## config.mk

```make
export PLATFORM = sky130hd
export DESIGN_NAME = ulmc_line_modem_control
export DESIGN_NICKNAME = d
export VERILOG_FILES = /design/src/ulmc_pkg.sv /design/src/ulmc_line_modem_control.sv
export SDC_FILE = /design/constraint.sdc
export NUM_CORES = 1
export LEC_CHECK = 0
export BUFFER_PORTS_ARGS = -buffer_cell sky130_fd_sc_hd__buf_2
export CELL_PAD_IN_SITES_DETAIL_PLACEMENT = 0
export CELL_PAD_IN_SITES_GLOBAL_PLACEMENT = 1
export CORE_ASPECT_RATIO = 0.75
export CORE_MARGIN = 3
export CORE_UTILIZATION = 45
export CTS_BUF_LIST = sky130_fd_sc_hd__clkbuf_4
export DETAILED_ROUTE_END_ITERATION = 8
export GPL_ROUTABILITY_DRIVEN = 0
export HOLD_SLACK_MARGIN = 0.12
export PLACE_DENSITY = 0.91
export SETUP_SLACK_MARGIN = 0.5
export SLEW_MARGIN = 0
export SYNTH_ARGS = -nofsm -noshare
export SYNTH_HDL_FRONTEND = slang
export SYNTH_SLANG_ARGS = --single-unit
```

## constraint.sdc

```tcl
create_clock -name CLOCK_IN -period 1.9 [get_ports CLOCK_IN]
set_clock_uncertainty 0.05 [all_clocks]
set_input_delay 0.095 -clock CLOCK_IN [delete_from_list [all_inputs] [get_ports CLOCK_IN]]
set_output_delay 0.095 -clock CLOCK_IN [all_outputs]
set_load 0.01 [all_outputs]
```

## src/ulmc_pkg.sv

```systemverilog
package ulmc_pkg;
  // Register indices on the plain register port
  localparam logic [3:0] ADDR_DATA = 4'h0;
  localparam logic [3:0] ADDR_DIV_HIGH = 4'h1;
  localparam logic [3:0] ADDR_FIFO_CONTROL = 4'h2;
  localparam logic [3:0] ADDR_LINE_CONTROL = 4'h3;
  localparam logic [3:0] ADDR_MODEM_CONTROL = 4'h4;
  localparam logic [3:0] ADDR_MODEM_STATUS = 4'h6;
  localparam logic [3:0] ADDR_FEATURE_CONTROL = 4'h8;
  localparam logic [3:0] ADDR_ENHANCED_FEATURE = 4'h9;
  localparam logic [3:0] ADDR_PROG_TRIGGER = 4'hA;
  localparam logic [3:0] ADDR_FORMAT_STATUS = 4'hB;
  localparam logic [3:0] ADDR_TRIGGER_STATUS = 4'hC;
  localparam logic [3:0] ADDR_RX_COUNT = 4'hD;
  // Field positions
  localparam int FIFO_ENABLE_BIT = 0;
  localparam int FIFO_TX_LO = 4;
  localparam int FIFO_RX_LO = 6;
  localparam int FEAT_TABLE_LO = 4;
  localparam int FEAT_PROG_DIR = 7;
  localparam int ENH_ENABLE = 4;
  localparam int ENH_AUTO_RTS = 6;
  localparam int LINE_WLEN_LO = 0;
  localparam int LINE_STOP = 2;
  localparam int LINE_PAR_EN = 3;
  localparam int LINE_PAR_EVEN = 4;
  localparam int LINE_PAR_FORCE = 5;
  localparam int LINE_BREAK = 6;
  localparam int LINE_DIV_SEL = 7;
  localparam int MODEM_DTR = 0;
  localparam int MODEM_RTS = 1;
  localparam int MODEM_OUT1 = 2;
  localparam int MODEM_OUT2 = 3;
  localparam int MODEM_LOOP = 4;
  localparam int MODEM_XON_ANY = 5;
  localparam int MODEM_IR = 6;
  localparam int MODEM_PRESCALE = 7;
  // Reset values
  localparam logic [7:0] RESET_ZERO = 8'h00;
  localparam logic [7:0] RESET_LEVEL = 8'h01;
  // Table selects
  localparam logic [1:0] TABLE_A = 2'h0;
  localparam logic [1:0] TABLE_B = 2'h1;
  localparam logic [1:0] TABLE_C = 2'h2;
  localparam logic [1:0] TABLE_D = 2'h3;
  // Prescaler divide by four counter terminal value
  localparam logic [1:0] PRESCALE_LAST = 2'h3;

  typedef struct packed {
    logic [3:0] addr;
    logic [7:0] wdata;
    logic wr;
    logic rd;
  } ulmc_bus_t;

  typedef struct packed {
    logic [7:0] fifo_control;
    logic [7:0] line_control;
    logic [7:0] modem_control;
    logic [7:0] feature_control;
    logic [7:0] enhanced_feature;
    logic [7:0] divisor_low;
    logic [7:0] divisor_high_byte;
    logic [7:0] rx_level;
    logic [7:0] tx_level;
    logic [7:0] prog_rx;
    logic [7:0] prog_tx;
    logic [7:0] rdata;
    logic rx_above;
    logic rx_irq;
    logic [1:0] pre_cnt;
    logic baud_tick;
    logic [3:0] modem_in_s1;
    logic [3:0] modem_in_s2;
  } ulmc_state_t;
endpackage
```

## src/ulmc_line_modem_control.sv

```systemverilog
// Notes on behaviour
// - Receive interrupt raised when the receive count crosses the selected level.
// - Both directions share one table; latest selection governs both.
// - Feature control bits 5:4 pick table A, B, C or D.
// - Tables A, B, C give fixed receive levels per two-bit index; B and C also for transmit, A transmit is always 1.
// - Table D ignores FIFO bits; programmable level steered by feature bit 7.
// - Line control bits 1:0 set character length 5 to 8.
// - Bit 2 gives two stop bits, or one and a half for 5-bit characters.
// - Bit 3 enables parity generation and checking.
// - Bit 4 clear gives odd parity, set gives even parity.
// - Bit 5 forces parity to 1 when bit 4 clear, to 0 when set.
// - Bit 6 holds transmit output low outside loopback and infrared modes until software clears it.
// - Bit 7 steers data addresses to the divisor latch bytes.
// - Modem bit 0 set drives terminal-ready low outside loopback; clear drives it high.
// - Modem bit 1 drives request-to-send low outside loopback unless auto flow control owns it.
// - Modem bit 2 drives no pin; loopback shows it as ring indicator.
// - Modem bit 3 enables interrupt output and drives spare output two low.
// - Modem bit 4 selects internal local loopback.
// - Modem bit 5 lets any received character resume halted transmission.
// - Modem bit 6 routes serial data through infrared path outside loopback, idle low.
// - Modem bit 7 divides the baud clock source by four.
// - In loopback, clear-to-send mirrors request-to-send, data-set-ready mirrors terminal-ready.
// - Transmit trigger writable only with enhanced bit 4; FIFO writes need enable bit.
module ulmc_line_modem_control #(
  parameter int COUNT_WIDTH = 7
) (
  // Clock, reset, enable
  input wire logic CLOCK_IN,
  input wire logic RSTN_IN,
  input wire logic CE_IN,
  // Register port
  input wire logic [3:0] ADDR_IN,
  input wire logic [7:0] WDATA_IN,
  input wire logic WR_IN,
  input wire logic RD_IN,
  output logic [7:0] RDATA_OUT,
  // FIFO side
  input wire logic [COUNT_WIDTH-1:0] RX_COUNT_IN,
  output logic [7:0] RX_LEVEL_OUT,
  output logic [7:0] TX_LEVEL_OUT,
  output logic RX_IRQ_OUT,
  output logic DATA_SEL_OUT,
  // Framing to the serial engine
  output logic [3:0] WORD_BITS_OUT,
  output logic STOP_HALF_OUT,
  output logic STOP_TWO_OUT,
  output logic PARITY_EN_OUT,
  output logic PARITY_EVEN_OUT,
  output logic PARITY_FORCED_OUT,
  output logic PARITY_FORCE_VAL_OUT,
  output logic XON_ANY_OUT,
  output logic BAUD_TICK_OUT,
  output logic [15:0] DIVISOR_OUT,
  // Serial path
  input wire logic TX_SERIAL_IN,
  input wire logic RX_PIN_IN,
  output logic RX_SERIAL_OUT,
  output logic TX_PIN_OUT,
  output logic IR_TX_OUT,
  // Modem pins
  input wire logic CTS_N_IN,
  input wire logic DSR_N_IN,
  input wire logic RING_INDICATOR_IN_N_IN,
  input wire logic CD_N_IN,
  input wire logic AUTO_RTS_N_IN,
  input wire logic IRQ_IN,
  output logic TERMINAL_READY_N_OUT,
  output logic REQUEST_TO_SEND_N_OUT,
  output logic SPARE_OUTPUT_TWO_N_OUT,
  output logic IRQ_OUT,
  output logic IRQ_OE_OUT
);

  initial begin
    if (COUNT_WIDTH < 1 || COUNT_WIDTH > 8) begin
      $error("COUNT_WIDTH must be 1 to 8");
    end
  end

  ulmc_pkg::ulmc_state_t s_q;
  ulmc_pkg::ulmc_state_t s_d;
  ulmc_pkg::ulmc_bus_t bus;
  logic [7:0] line_ctl;
  logic [7:0] modem_ctl;
  logic loop_on;
  logic [3:0] modem_stat;
  logic [1:0] tsel;
  logic [1:0] rx_idx;
  logic [1:0] tx_idx;
  logic [7:0] rx_count8;
  logic [7:0] rx_lvl_sel;
  logic [7:0] tx_lvl_sel;

  assign bus = '{addr: ADDR_IN, wdata: WDATA_IN, wr: WR_IN, rd: RD_IN};
  assign line_ctl = s_q.line_control;
  assign modem_ctl = s_q.modem_control;
  assign loop_on = modem_ctl[ulmc_pkg::MODEM_LOOP];
  assign rx_count8 = 8'(RX_COUNT_IN);

  ////////////////////////////////////////////////////////////////////////////////
  // Trigger tables
  function automatic logic [7:0] rx_table(input logic [1:0] t, input logic [1:0] i);
    logic [7:0] v;
    v = 8'h01;
    unique case (t)
      ulmc_pkg::TABLE_A: v = (i == 2'h0) ? 8'h01 : (i == 2'h1) ? 8'h04 :
                             (i == 2'h2) ? 8'h08 : 8'h0E;
      ulmc_pkg::TABLE_B: v = (i == 2'h0) ? 8'h08 : (i == 2'h1) ? 8'h10 :
                             (i == 2'h2) ? 8'h18 : 8'h1C;
      ulmc_pkg::TABLE_C: v = (i == 2'h0) ? 8'h08 : (i == 2'h1) ? 8'h10 :
                             (i == 2'h2) ? 8'h38 : 8'h3C;
      ulmc_pkg::TABLE_D: v = 8'h01;
    endcase
    return v;
  endfunction

  function automatic logic [7:0] tx_table(input logic [1:0] t, input logic [1:0] i);
    logic [7:0] v;
    v = 8'h01;
    unique case (t)
      ulmc_pkg::TABLE_A: v = 8'h01;
      ulmc_pkg::TABLE_B: v = (i == 2'h0) ? 8'h10 : (i == 2'h1) ? 8'h08 :
                             (i == 2'h2) ? 8'h18 : 8'h1E;
      ulmc_pkg::TABLE_C: v = (i == 2'h0) ? 8'h08 : (i == 2'h1) ? 8'h10 :
                             (i == 2'h2) ? 8'h20 : 8'h38;
      ulmc_pkg::TABLE_D: v = 8'h01;
    endcase
    return v;
  endfunction

  // Table D takes the programmable levels, others index the fixed tables
  assign tsel = s_q.feature_control[ulmc_pkg::FEAT_TABLE_LO +: 2];
  assign rx_idx = s_q.fifo_control[ulmc_pkg::FIFO_RX_LO +: 2];
  assign tx_idx = s_q.fifo_control[ulmc_pkg::FIFO_TX_LO +: 2];
  assign rx_lvl_sel = (tsel == ulmc_pkg::TABLE_D) ? s_q.prog_rx :
                      rx_table(tsel, rx_idx);
  assign tx_lvl_sel = (tsel == ulmc_pkg::TABLE_D) ? s_q.prog_tx :
                      tx_table(tsel, tx_idx);

  ////////////////////////////////////////////////////////////////////////////////
  // Modem status, loopback substitutes control bits for pins
  assign modem_stat = loop_on ?
    {modem_ctl[ulmc_pkg::MODEM_OUT2], modem_ctl[ulmc_pkg::MODEM_OUT1],
     modem_ctl[ulmc_pkg::MODEM_DTR], modem_ctl[ulmc_pkg::MODEM_RTS]} :
    ~s_q.modem_in_s2;

  ////////////////////////////////////////////////////////////////////////////////
  // Next state
  always_comb begin
    s_d = s_q;
    s_d.modem_in_s1 = {CD_N_IN, RING_INDICATOR_IN_N_IN, DSR_N_IN, CTS_N_IN};
    s_d.modem_in_s2 = s_q.modem_in_s1;
    // Both directions follow one table choice
    s_d.rx_level = rx_lvl_sel;
    s_d.tx_level = tx_lvl_sel;
    if (bus.wr) begin
      unique case (bus.addr)
        ulmc_pkg::ADDR_DATA: begin
          if (line_ctl[ulmc_pkg::LINE_DIV_SEL]) begin
            s_d.divisor_low = bus.wdata;
          end
        end
        ulmc_pkg::ADDR_DIV_HIGH: begin
          if (line_ctl[ulmc_pkg::LINE_DIV_SEL]) begin
            s_d.divisor_high_byte = bus.wdata;
          end
        end
        ulmc_pkg::ADDR_FIFO_CONTROL: begin
          if (bus.wdata[ulmc_pkg::FIFO_ENABLE_BIT]) begin
            s_d.fifo_control[7:6] = bus.wdata[7:6];
            s_d.fifo_control[3:0] = bus.wdata[3:0];
            if (s_q.enhanced_feature[ulmc_pkg::ENH_ENABLE]) begin
              s_d.fifo_control[5:4] = bus.wdata[5:4];
            end
          end
        end
        ulmc_pkg::ADDR_LINE_CONTROL: s_d.line_control = bus.wdata;
        ulmc_pkg::ADDR_MODEM_CONTROL: s_d.modem_control = bus.wdata;
        ulmc_pkg::ADDR_FEATURE_CONTROL: s_d.feature_control = bus.wdata;
        ulmc_pkg::ADDR_ENHANCED_FEATURE: s_d.enhanced_feature = bus.wdata;
        ulmc_pkg::ADDR_PROG_TRIGGER: begin
          if (s_q.feature_control[ulmc_pkg::FEAT_PROG_DIR]) begin
            s_d.prog_tx = bus.wdata;
          end else begin
            s_d.prog_rx = bus.wdata;
          end
        end
        default: begin
        end
      endcase
    end
    // Read data stands for the single cycle after the strobe
    s_d.rdata = 8'h00;
    if (bus.rd) begin
      unique case (bus.addr)
        ulmc_pkg::ADDR_DATA: begin
          s_d.rdata = line_ctl[ulmc_pkg::LINE_DIV_SEL] ? s_q.divisor_low : 8'h00;
        end
        ulmc_pkg::ADDR_DIV_HIGH: begin
          s_d.rdata = line_ctl[ulmc_pkg::LINE_DIV_SEL] ? s_q.divisor_high_byte : 8'h00;
        end
        ulmc_pkg::ADDR_LINE_CONTROL: s_d.rdata = s_q.line_control;
        ulmc_pkg::ADDR_MODEM_CONTROL: s_d.rdata = s_q.modem_control;
        ulmc_pkg::ADDR_MODEM_STATUS: s_d.rdata = {modem_stat, 4'h0};
        ulmc_pkg::ADDR_FEATURE_CONTROL: s_d.rdata = s_q.feature_control;
        ulmc_pkg::ADDR_ENHANCED_FEATURE: s_d.rdata = s_q.enhanced_feature;
        ulmc_pkg::ADDR_PROG_TRIGGER: s_d.rdata = s_q.prog_rx;
        ulmc_pkg::ADDR_FORMAT_STATUS: s_d.rdata = s_q.rx_level;
        ulmc_pkg::ADDR_TRIGGER_STATUS: s_d.rdata = s_q.tx_level;
        ulmc_pkg::ADDR_RX_COUNT: s_d.rdata = rx_count8;
        default: s_d.rdata = 8'h00;
      endcase
    end
    // Receive interrupt on each upward crossing, held while above
    s_d.rx_above = rx_count8 >= s_q.rx_level;
    s_d.rx_irq = rx_count8 >= s_q.rx_level;
    // Prescaler produces one tick every one or four clocks
    s_d.baud_tick = 1'b0;
    if (modem_ctl[ulmc_pkg::MODEM_PRESCALE]) begin
      s_d.pre_cnt = s_q.pre_cnt + 2'h1;
      s_d.baud_tick = (s_q.pre_cnt == ulmc_pkg::PRESCALE_LAST);
    end else begin
      s_d.pre_cnt = 2'h0;
      s_d.baud_tick = 1'b1;
    end
  end

  ////////////////////////////////////////////////////////////////////////////////
  // State register
  always_ff @(posedge CLOCK_IN) begin
    if (!RSTN_IN) begin
      s_q <= '0;
      s_q.line_control <= ulmc_pkg::RESET_ZERO;
      s_q.modem_control <= ulmc_pkg::RESET_ZERO;
      s_q.rx_level <= ulmc_pkg::RESET_LEVEL;
      s_q.tx_level <= ulmc_pkg::RESET_LEVEL;
      s_q.prog_rx <= ulmc_pkg::RESET_LEVEL;
      s_q.prog_tx <= ulmc_pkg::RESET_LEVEL;
      s_q.modem_in_s1 <= 4'hF;
      s_q.modem_in_s2 <= 4'hF;
    end else if (CE_IN) begin
      s_q <= s_d;
    end
  end

  ////////////////////////////////////////////////////////////////////////////////
  // Outputs
  assign RDATA_OUT = s_q.rdata;
  assign RX_LEVEL_OUT = s_q.rx_level;
  assign TX_LEVEL_OUT = s_q.tx_level;
  assign RX_IRQ_OUT = s_q.rx_irq;
  assign DATA_SEL_OUT = ~line_ctl[ulmc_pkg::LINE_DIV_SEL];
  assign DIVISOR_OUT = {s_q.divisor_high_byte, s_q.divisor_low};
  assign WORD_BITS_OUT = 4'h5 + {2'h0, line_ctl[ulmc_pkg::LINE_WLEN_LO +: 2]};
  assign STOP_HALF_OUT = line_ctl[ulmc_pkg::LINE_STOP] && (line_ctl[1:0] == 2'h0);
  assign STOP_TWO_OUT = line_ctl[ulmc_pkg::LINE_STOP] && (line_ctl[1:0] != 2'h0);
  assign PARITY_EN_OUT = line_ctl[ulmc_pkg::LINE_PAR_EN];
  assign PARITY_EVEN_OUT = line_ctl[ulmc_pkg::LINE_PAR_EVEN];
  assign PARITY_FORCED_OUT = line_ctl[ulmc_pkg::LINE_PAR_EN] &&
    line_ctl[ulmc_pkg::LINE_PAR_FORCE];
  assign PARITY_FORCE_VAL_OUT = ~line_ctl[ulmc_pkg::LINE_PAR_EVEN];
  assign XON_ANY_OUT = modem_ctl[ulmc_pkg::MODEM_XON_ANY];
  assign BAUD_TICK_OUT = s_q.baud_tick;

  // Serial routing: loopback feeds transmit back, break forces space
  logic tx_line;
  assign tx_line = TX_SERIAL_IN && !line_ctl[ulmc_pkg::LINE_BREAK];
  assign RX_SERIAL_OUT = loop_on ? tx_line : RX_PIN_IN;
  assign TX_PIN_OUT = (loop_on || modem_ctl[ulmc_pkg::MODEM_IR]) ? 1'b1 : tx_line;
  assign IR_TX_OUT = (modem_ctl[ulmc_pkg::MODEM_IR] && !loop_on) ? ~tx_line : 1'b0;
  assign TERMINAL_READY_N_OUT = loop_on ? 1'b1 : ~modem_ctl[ulmc_pkg::MODEM_DTR];
  assign REQUEST_TO_SEND_N_OUT = loop_on ? 1'b1 :
    (s_q.enhanced_feature[ulmc_pkg::ENH_AUTO_RTS] ? AUTO_RTS_N_IN :
     ~modem_ctl[ulmc_pkg::MODEM_RTS]);
  assign SPARE_OUTPUT_TWO_N_OUT = ~modem_ctl[ulmc_pkg::MODEM_OUT2];
  assign IRQ_OUT = IRQ_IN;
  assign IRQ_OE_OUT = modem_ctl[ulmc_pkg::MODEM_OUT2];

  ////////////////////////////////////////////////////////////////////////////////
  // Assertions
  property p_rx_irq;
    @(posedge CLOCK_IN) disable iff (!RSTN_IN)
      CE_IN && (rx_count8 >= s_q.rx_level) |=> RX_IRQ_OUT;
  endproperty
  a_rx_irq: assert property (p_rx_irq) else $error("rx irq missing");

  property p_table_a;
    @(posedge CLOCK_IN) disable iff (!RSTN_IN)
      CE_IN && tsel == 2'h0 && rx_idx == 2'h3 |=> s_q.rx_level == 8'h0E;
  endproperty
  a_table_a: assert property (p_table_a) else $error("table A level wrong");

  property p_table_c;
    @(posedge CLOCK_IN) disable iff (!RSTN_IN)
      CE_IN && tsel == 2'h2 && tx_idx == 2'h3 |=> s_q.tx_level == 8'h38;
  endproperty
  a_table_c: assert property (p_table_c) else $error("table C level wrong");

  property p_fcr_gate;
    @(posedge CLOCK_IN) disable iff (!RSTN_IN)
      CE_IN && WR_IN && ADDR_IN == ulmc_pkg::ADDR_FIFO_CONTROL && !WDATA_IN[0]
      |=> $stable(s_q.fifo_control);
  endproperty
  a_fcr_gate: assert property (p_fcr_gate) else $error("FIFO write not gated");

  property p_break;
    @(posedge CLOCK_IN) disable iff (!RSTN_IN)
      line_ctl[ulmc_pkg::LINE_BREAK] && !loop_on && !modem_ctl[ulmc_pkg::MODEM_IR]
      |-> !TX_PIN_OUT;
  endproperty
  a_break: assert property (p_break) else $error("break not low");

  property p_stop;
    @(posedge CLOCK_IN) disable iff (!RSTN_IN)
      !(STOP_HALF_OUT && STOP_TWO_OUT) && (STOP_HALF_OUT -> WORD_BITS_OUT == 4'h5);
  endproperty
  a_stop: assert property (p_stop) else $error("stop length wrong");

  property p_loop_msr;
    @(posedge CLOCK_IN) disable iff (!RSTN_IN)
      loop_on |-> modem_stat[0] == modem_ctl[ulmc_pkg::MODEM_RTS] &&
        modem_stat[1] == modem_ctl[ulmc_pkg::MODEM_DTR];
  endproperty
  a_loop_msr: assert property (p_loop_msr) else $error("loopback status wrong");

  property p_prescale;
    @(posedge CLOCK_IN) disable iff (!RSTN_IN)
      CE_IN && BAUD_TICK_OUT && modem_ctl[ulmc_pkg::MODEM_PRESCALE] ##1 CE_IN &&
      modem_ctl[ulmc_pkg::MODEM_PRESCALE]
      |-> !BAUD_TICK_OUT;
  endproperty
  a_prescale: assert property (p_prescale) else $error("prescale ticks too fast");

  property p_dlab_read;
    @(posedge CLOCK_IN) disable iff (!RSTN_IN)
      CE_IN && RD_IN && ADDR_IN == ulmc_pkg::ADDR_DATA && !line_ctl[ulmc_pkg::LINE_DIV_SEL]
      |=> RDATA_OUT == 8'h00;
  endproperty
  a_dlab_read: assert property (p_dlab_read) else $error("latch visible");

  property p_rx_irq_low;
    @(posedge CLOCK_IN) disable iff (!RSTN_IN)
      CE_IN && (rx_count8 < s_q.rx_level) |=> !RX_IRQ_OUT;
  endproperty
  a_rx_irq_low: assert property (p_rx_irq_low) else $error("rx irq early");

  property p_prog_rx;
    @(posedge CLOCK_IN) disable iff (!RSTN_IN)
      CE_IN && WR_IN && ADDR_IN == ulmc_pkg::ADDR_PROG_TRIGGER &&
      !s_q.feature_control[ulmc_pkg::FEAT_PROG_DIR] |=> s_q.prog_rx == $past(WDATA_IN);
  endproperty
  a_prog_rx: assert property (p_prog_rx) else $error("rx trigger not written");

  property p_dtr;
    @(posedge CLOCK_IN) disable iff (!RSTN_IN)
      !loop_on |-> TERMINAL_READY_N_OUT == !modem_ctl[ulmc_pkg::MODEM_DTR];
  endproperty
  a_dtr: assert property (p_dtr) else $error("terminal ready wrong");

  property p_rts_auto;
    @(posedge CLOCK_IN) disable iff (!RSTN_IN)
      !loop_on && s_q.enhanced_feature[ulmc_pkg::ENH_AUTO_RTS] |-> REQUEST_TO_SEND_N_OUT == AUTO_RTS_N_IN;
  endproperty
  a_rts_auto: assert property (p_rts_auto) else $error("auto rts not routed");

  property p_out_two;
    @(posedge CLOCK_IN) disable iff (!RSTN_IN)
      IRQ_OE_OUT == modem_ctl[ulmc_pkg::MODEM_OUT2] && SPARE_OUTPUT_TWO_N_OUT == !IRQ_OE_OUT;
  endproperty
  a_out_two: assert property (p_out_two) else $error("output two wrong");

  property p_ir_idle;
    @(posedge CLOCK_IN) disable iff (!RSTN_IN)
      modem_ctl[ulmc_pkg::MODEM_IR] && !loop_on && tx_line |-> !IR_TX_OUT && TX_PIN_OUT;
  endproperty
  a_ir_idle: assert property (p_ir_idle) else $error("infrared idle wrong");

  property p_loop_rx;
    @(posedge CLOCK_IN) disable iff (!RSTN_IN)
      loop_on |-> RX_SERIAL_OUT == tx_line && TX_PIN_OUT;
  endproperty
  a_loop_rx: assert property (p_loop_rx) else $error("loopback path wrong");

endmodule

```

After elaboration in Yosys (flattened, before gate mapping)
Cells that the tools add are included.
- eq/ne operators: 19
- $lt $le $gt $ge: 1
- muxes and demuxes: 31
- bitwise gates (word level): 8
- $add $sub $neg: 2
- reduce and logical (&&, ||, !) cells: 24
- operators with widths (kind ; number):
    8-bit one-hot mux with 11 select lines ; 1
    8-bit one-hot mux with 3 select lines ; 2
    8-bit 2-to-1 mux ; 5
    4-bit == test (second input constant) ; 6
    6-bit 2-to-1 mux ; 4
    5-bit 2-to-1 mux ; 4
    4-bit AND reduction ; 5
    4-bit 2-to-1 mux ; 4
    3-bit 2-to-1 mux ; 5
    3-bit AND reduction ; 4
    2-bit == test (second input constant) ; 5
    4-bit by 2-bit == test with 1-bit output (second input constant) ; 2
    4-bit by 3-bit == test with 1-bit output (second input constant) ; 2
    7-bit by 8-bit greater-or-equal comparator with 1-bit output ; 1
    2-bit logical NOT ; 4
    1-bit NOT ; 7
    2-bit by 1-bit == test with 1-bit output (second input constant) ; 3
    1-bit 2-to-1 mux ; 6
    1-bit logical AND ; 5
    5-bit AND reduction ; 1
    3-bit by 2-bit adder with 4-bit output (first input constant) ; 1
    4-bit by 1-bit == test with 1-bit output (second input constant) ; 1
    4-bit logical NOT ; 1
    4-bit NOT ; 1
    4 further kinds ; 5
- logic and storage cells: 103
- bits in registers: 108
- bits of input ports: 32
- output and inout bits: 62

Longest topological paths before layout
- word-level depth: 6
- mapped depth: 8
- depth with buffers taken out: 7

Worst setup path before layout
Ideal clock, no wire load.
- kind: register to register
- start point: reg s_q (netlist bit line_ctl[7])
- end point: reg s_q (netlist bit DIVISOR_OUT[10])
- cell stages (with the launch flop): 7
- data arrival time: 1.412 ns
- clock period less this slack: 1.578 ns
- path buffers: 1
- required time: 1.734 ns
- setup time: 0.116 ns
- slack: 0.322 ns
- cells stage by stage: dfxtp_1 or3b_4 nor2b_4 and2b_1 buf_6 mux2i_1 nor2b_1
- word-level cells in the longest chain between the ends: 1
- RTL lines (item ; line ; source):
    start: declaration ; ulmc_line_modem_control.sv:80 ; ulmc_pkg::ulmc_state_t s_q;
    4-bit AND reduction (no source line) ; -- ;
No other way between the ends.
A chain may end at the register's enable or synchronous reset.

Final worst setup path
- start point: reg s_q (netlist bit line_ctl[7])
- end point: reg s_q (netlist bit DIVISOR_OUT[15])
Same word-level chain as after synthesis.

==> impl_table.tex <==
\begin{tabular}{lr}
\hline
Metric & Value \\
\hline
\multicolumn{2}{l}{\textbf{GRT}} \\
Remaining Overflow, GRT & 0 \\
Vias in the first global route & 4803 \\
Largest net degree at the start of global routing & 31 \\
Global-route usage over all layers & 25.9\% \\
Global-route wire length before repair & 27.3 mm \\
Initial antenna violation count & 0 \\
\multicolumn{2}{l}{\textbf{Setup path}} \\
Data required time of the critical path & 2.24 ns \\
Arrival time worst endpoint & 1.95 ns \\
Crit path capture type & flop \\
Standard cell with the maximum stage delay on the critical path & sky130\_fd\_sc\_hd\_\_or3b\_4 \\
CP Max Fanout & 8 \\
Critical setup path kind & reg -> reg \\
Critical path's largest stage delay & 0.43 ns \\
Type of element launching the critical path & flop \\
Cell chain of the critical path & or3b\_4 -> nor2b\_4 -> and2b\_1 -> buf\_6 -> mux2i\_1 -> nor2b\_1 \\
\multicolumn{2}{l}{\textbf{Final layout}} \\
Net total in the final layout & 765 \\
Cell Count, Final, Fillers Out & 883 \\
Relative area change from synthesis to final layout & 24.6\% \\
Most common library cell in the layout ignoring fill and taps & sky130\_fd\_sc\_hd\_\_dfxtp\_1 \\
Area of all placed cells without fillers & 7100 µm² \\
Most frequent cells in the layout & sky130\_fd\_sc\_hd\_\_dfxtp\_1 (88), sky130\_fd\_sc\_hd\_\_buf\_2 (85), sky130\_fd\_sc\_hd\_\_nor2b\_1 (83) \\
Proportion of layout cells with a drive suffix above 1 & 32.4\% \\
\multicolumn{2}{l}{\textbf{Clock network}} \\
CTS H-Tree Depth & 3 \\
Maximum buffer depth of the clock tree & 2 \\
TritonCTS clock tree & done \\
Clock buffer count from CTS & 9 \\
CTS Sinks & 104 \\
Clock transition time at the flip-flop clock pins of the worst setup and hold paths & 0.17 ns \\
Clock latency of the later-clocked register in the worst-skew pair & 0.48 ns \\
Root buf cell & sky130\_fd\_sc\_hd\_\_clkbuf\_4 \\
\multicolumn{2}{l}{\textbf{STA}} \\
Final-report hold violation count & 0 \\
Final critical path time including I/O delays and setup & 1.61 ns \\
Worst-case headroom to the max-slew limit & 47.2\% \\
Highest Clock Rate & 620 MHz \\
Final Slew Violations & 0 \\
Final setup fails & 0 \\
Unrepaired setup endpoints after global routing & true \\
Worst slew pin tran & 0.792 ns \\
Ratio of final minimum period to clock period & 84.9\% \\
\multicolumn{2}{l}{\textbf{Pwr}} \\
Static leakage & 3.01 nW \\
Cell internal power dissipation & 2.96 mW \\
Maximum resistive drop on vdd & 0.347 mV \\
Pwr Density & 571 nW/µm² \\
Switching power share of the total & 26.9\% \\
Sw Pwr & 1.09 mW \\
Seq pwr share & 54.9\% \\
Portion of total power attributed to the clock network & 32.1\% \\
Comb pwr share & 13.0\% \\
Power Total & 4.06 mW \\
\multicolumn{2}{l}{\textbf{Min path}} \\
Hold WC Path Type & in -> reg \\
\multicolumn{2}{l}{\textbf{Route}} \\
1st-pass router iterations & 7 \\
Total wire length & 18.4 mm \\
Via count & 5114 \\
Routed Antenna Nets & 0 \\
Average wire per standard cell & 20.8 µm \\
Post-route DRC & 0 \\
Via-per-instance ratio & 5.79 \\
Violation count after the first detailed-route iteration & 611 \\
\multicolumn{2}{l}{\textbf{Floorplanning}} \\
Area of the placeable core & 12000 µm² \\
Io pins & 94 \\
Initial standard-cell utilization of the core & 47.5\% \\
Count of standard-cell rows & 34 \\
Die area & 14100 µm² \\
Die width & 136 µm \\
Die height & 103 µm \\
\multicolumn{2}{l}{\textbf{Yosys}} \\
Number of enable flip-flop cells after synthesis & 0 \\
Post-synthesis instance area & 5700 µm² \\
Sequential cell area fraction in the yosys report & 36.5\% \\
Count of distinct cell types in the synthesized netlist & 65 \\
Async S/R FF share, synth & 0\% \\
Count of mapped cells out of synthesis & 618 \\
Mean instance size in the synthesized netlist & 9.23 µm² \\
Most common flop cell mapped by yosys & sky130\_fd\_sc\_hd\_\_dfxtp\_1 \\
Yosys warnings & 0 \\
Number of synthesized register bits & 104 \\
Mapped Nets & 668 \\
\multicolumn{2}{l}{\textbf{Place}} \\
IO Port Bufs & 91 \\
Final HPWL DP & 12.8 mm \\
Cell area after placement & 6120 µm² \\
Post-placement cell count & 819 \\
\multicolumn{2}{l}{\textbf{Outcome}} \\
Outcome & finished, final reports clean \\
\multicolumn{2}{l}{\textbf{Run}} \\
Count of maximum capacitance violations & 0 \\
\hline
\end{tabular}
## stage by stage
step / TNS [ns] / worst slack (ns) / util, % / hold WS [ns]
2_1_floorplan: 0 / 0.340 / - / 0.173
3_3_place_gp: -0.0101 / -0.0101 / 51.0 / 0.140
3_5_place_dp: 0 / 0.00890 / 51.0 / 0.140
4_1_cts: 0 / 0.295 / 57.7 / 0.126
5_1_grt: 0 / 0.183 / 59.2 / 0.140
6_report: 0 / 0.286 / 59.2 / 0.136
## path summary, 6_finish.rpt
path / from / endpoint / slack (ns) / cells past startpoint
worst min-delay path: RX_COUNT_IN[1] / RDATA_OUT[1]$_SDFFE_PN0P_ / 0.14 / 5
worst min register to register: s_q[23]$_SDFFE_PN0P_ / TX_LEVEL_OUT[2]$_SDFFE_PN0P_ / 0.43 / 2
worst max register to register: line_ctl[7]$_SDFFE_PN0P_ / DIVISOR_OUT[15]$_SDFFE_PN0P_ / 0.29 / 6
worst max-delay path: line_ctl[7]$_SDFFE_PN0P_ / DIVISOR_OUT[15]$_SDFFE_PN0P_ / 0.29 / 6
## critical path: cells and delay by family (launching register included)
kind	cells	cell delay [ns]
and+or+nand+nor	4	0.75
DFF	1	0.36
muxes	1	0.21
buffers and inverters	1	0.16
## sequential cells by signal, summed over array words and instances, names as in the netlist, 2 cells and up
signal and count:
DIVISOR_OUT 16, RDATA_OUT 8, RX_LEVEL_OUT 8, TX_LEVEL_OUT 8, line_ctl 8, modem_ctl 8
rx_idx 2, s_d 4, s_q 40
## cell families after synthesis
family                   after synthesis  share of synthesized area (%)
buffers and inverters                104                           10.3
adder cells (fa/ha/maj)               18                           3.95
AO/OA/AOI/OAI                        107                           13.4
AND/OR/NAND/NOR                      199                           20.5
multiplexers                          86                           15.4
flip-flops                           104                           36.5
## power groups by stage
stage	registers [mW]	logic (mW)	clock network (mW)
floorplan	2.28	0.288	0
global placement	2.29	0.423	0
detailed placement	2.29	0.431	0
CTS	2.23	0.502	1.31
global route	2.23	0.560	1.40
finish	2.23	0.529	1.30
## routing by layer
metal	up-vias	GRT usage, %	part of all wire (%)
met1	2405	35.1	42
met5	-	0	0
met2	317	39.5	42
li1	2322	-	-
met3	70	8.90	12
met4	0	7.36	3.2
## what timing repair did
action	CTS	global route
setup buffers	18	4
gates resized for setup	65	36
hold endpoints to repair	88	0
endpoints found under the setup margin	46	58
pin swaps	14	11
hold buffers	25	0
## synthesized netlist by cell type, types with 14 or more instances
master | n | area, µm²
sky130_fd_sc_hd__o21ai_0 | 16 | 80.1
sky130_fd_sc_hd__clkbuf_1 | 19 | 71.3
sky130_fd_sc_hd__dfxtp_1 | 104 | 2080
sky130_fd_sc_hd__mux2i_1 | 82 | 821
sky130_fd_sc_hd__inv_1 | 21 | 78.8
sky130_fd_sc_hd__nor2b_1 | 85 | 532
sky130_fd_sc_hd__ha_1 | 18 | 225
sky130_fd_sc_hd__nand2_1 | 39 | 146
sky130_fd_sc_hd__nor2_1 | 19 | 71.3
sky130_fd_sc_hd__a21oi_1 | 14 | 70.1
sky130_fd_sc_hd__buf_4 | 45 | 338
sky130_fd_sc_hd__buf_2 | 16 | 80.1
## final cells by class
type	count	area, µm²
Antenna cell	1	2.50
Clock buffer	9	67.6
Clock inverter	7	93.8
Fill cell	1053	4890
Inverter	22	87.6
Multi-Input combinational cell	410	3330
Sequential cell	104	2130
Tap cell	162	203
Timing Repair Buffer	168	1190
(Power assumes the default switching activity.)
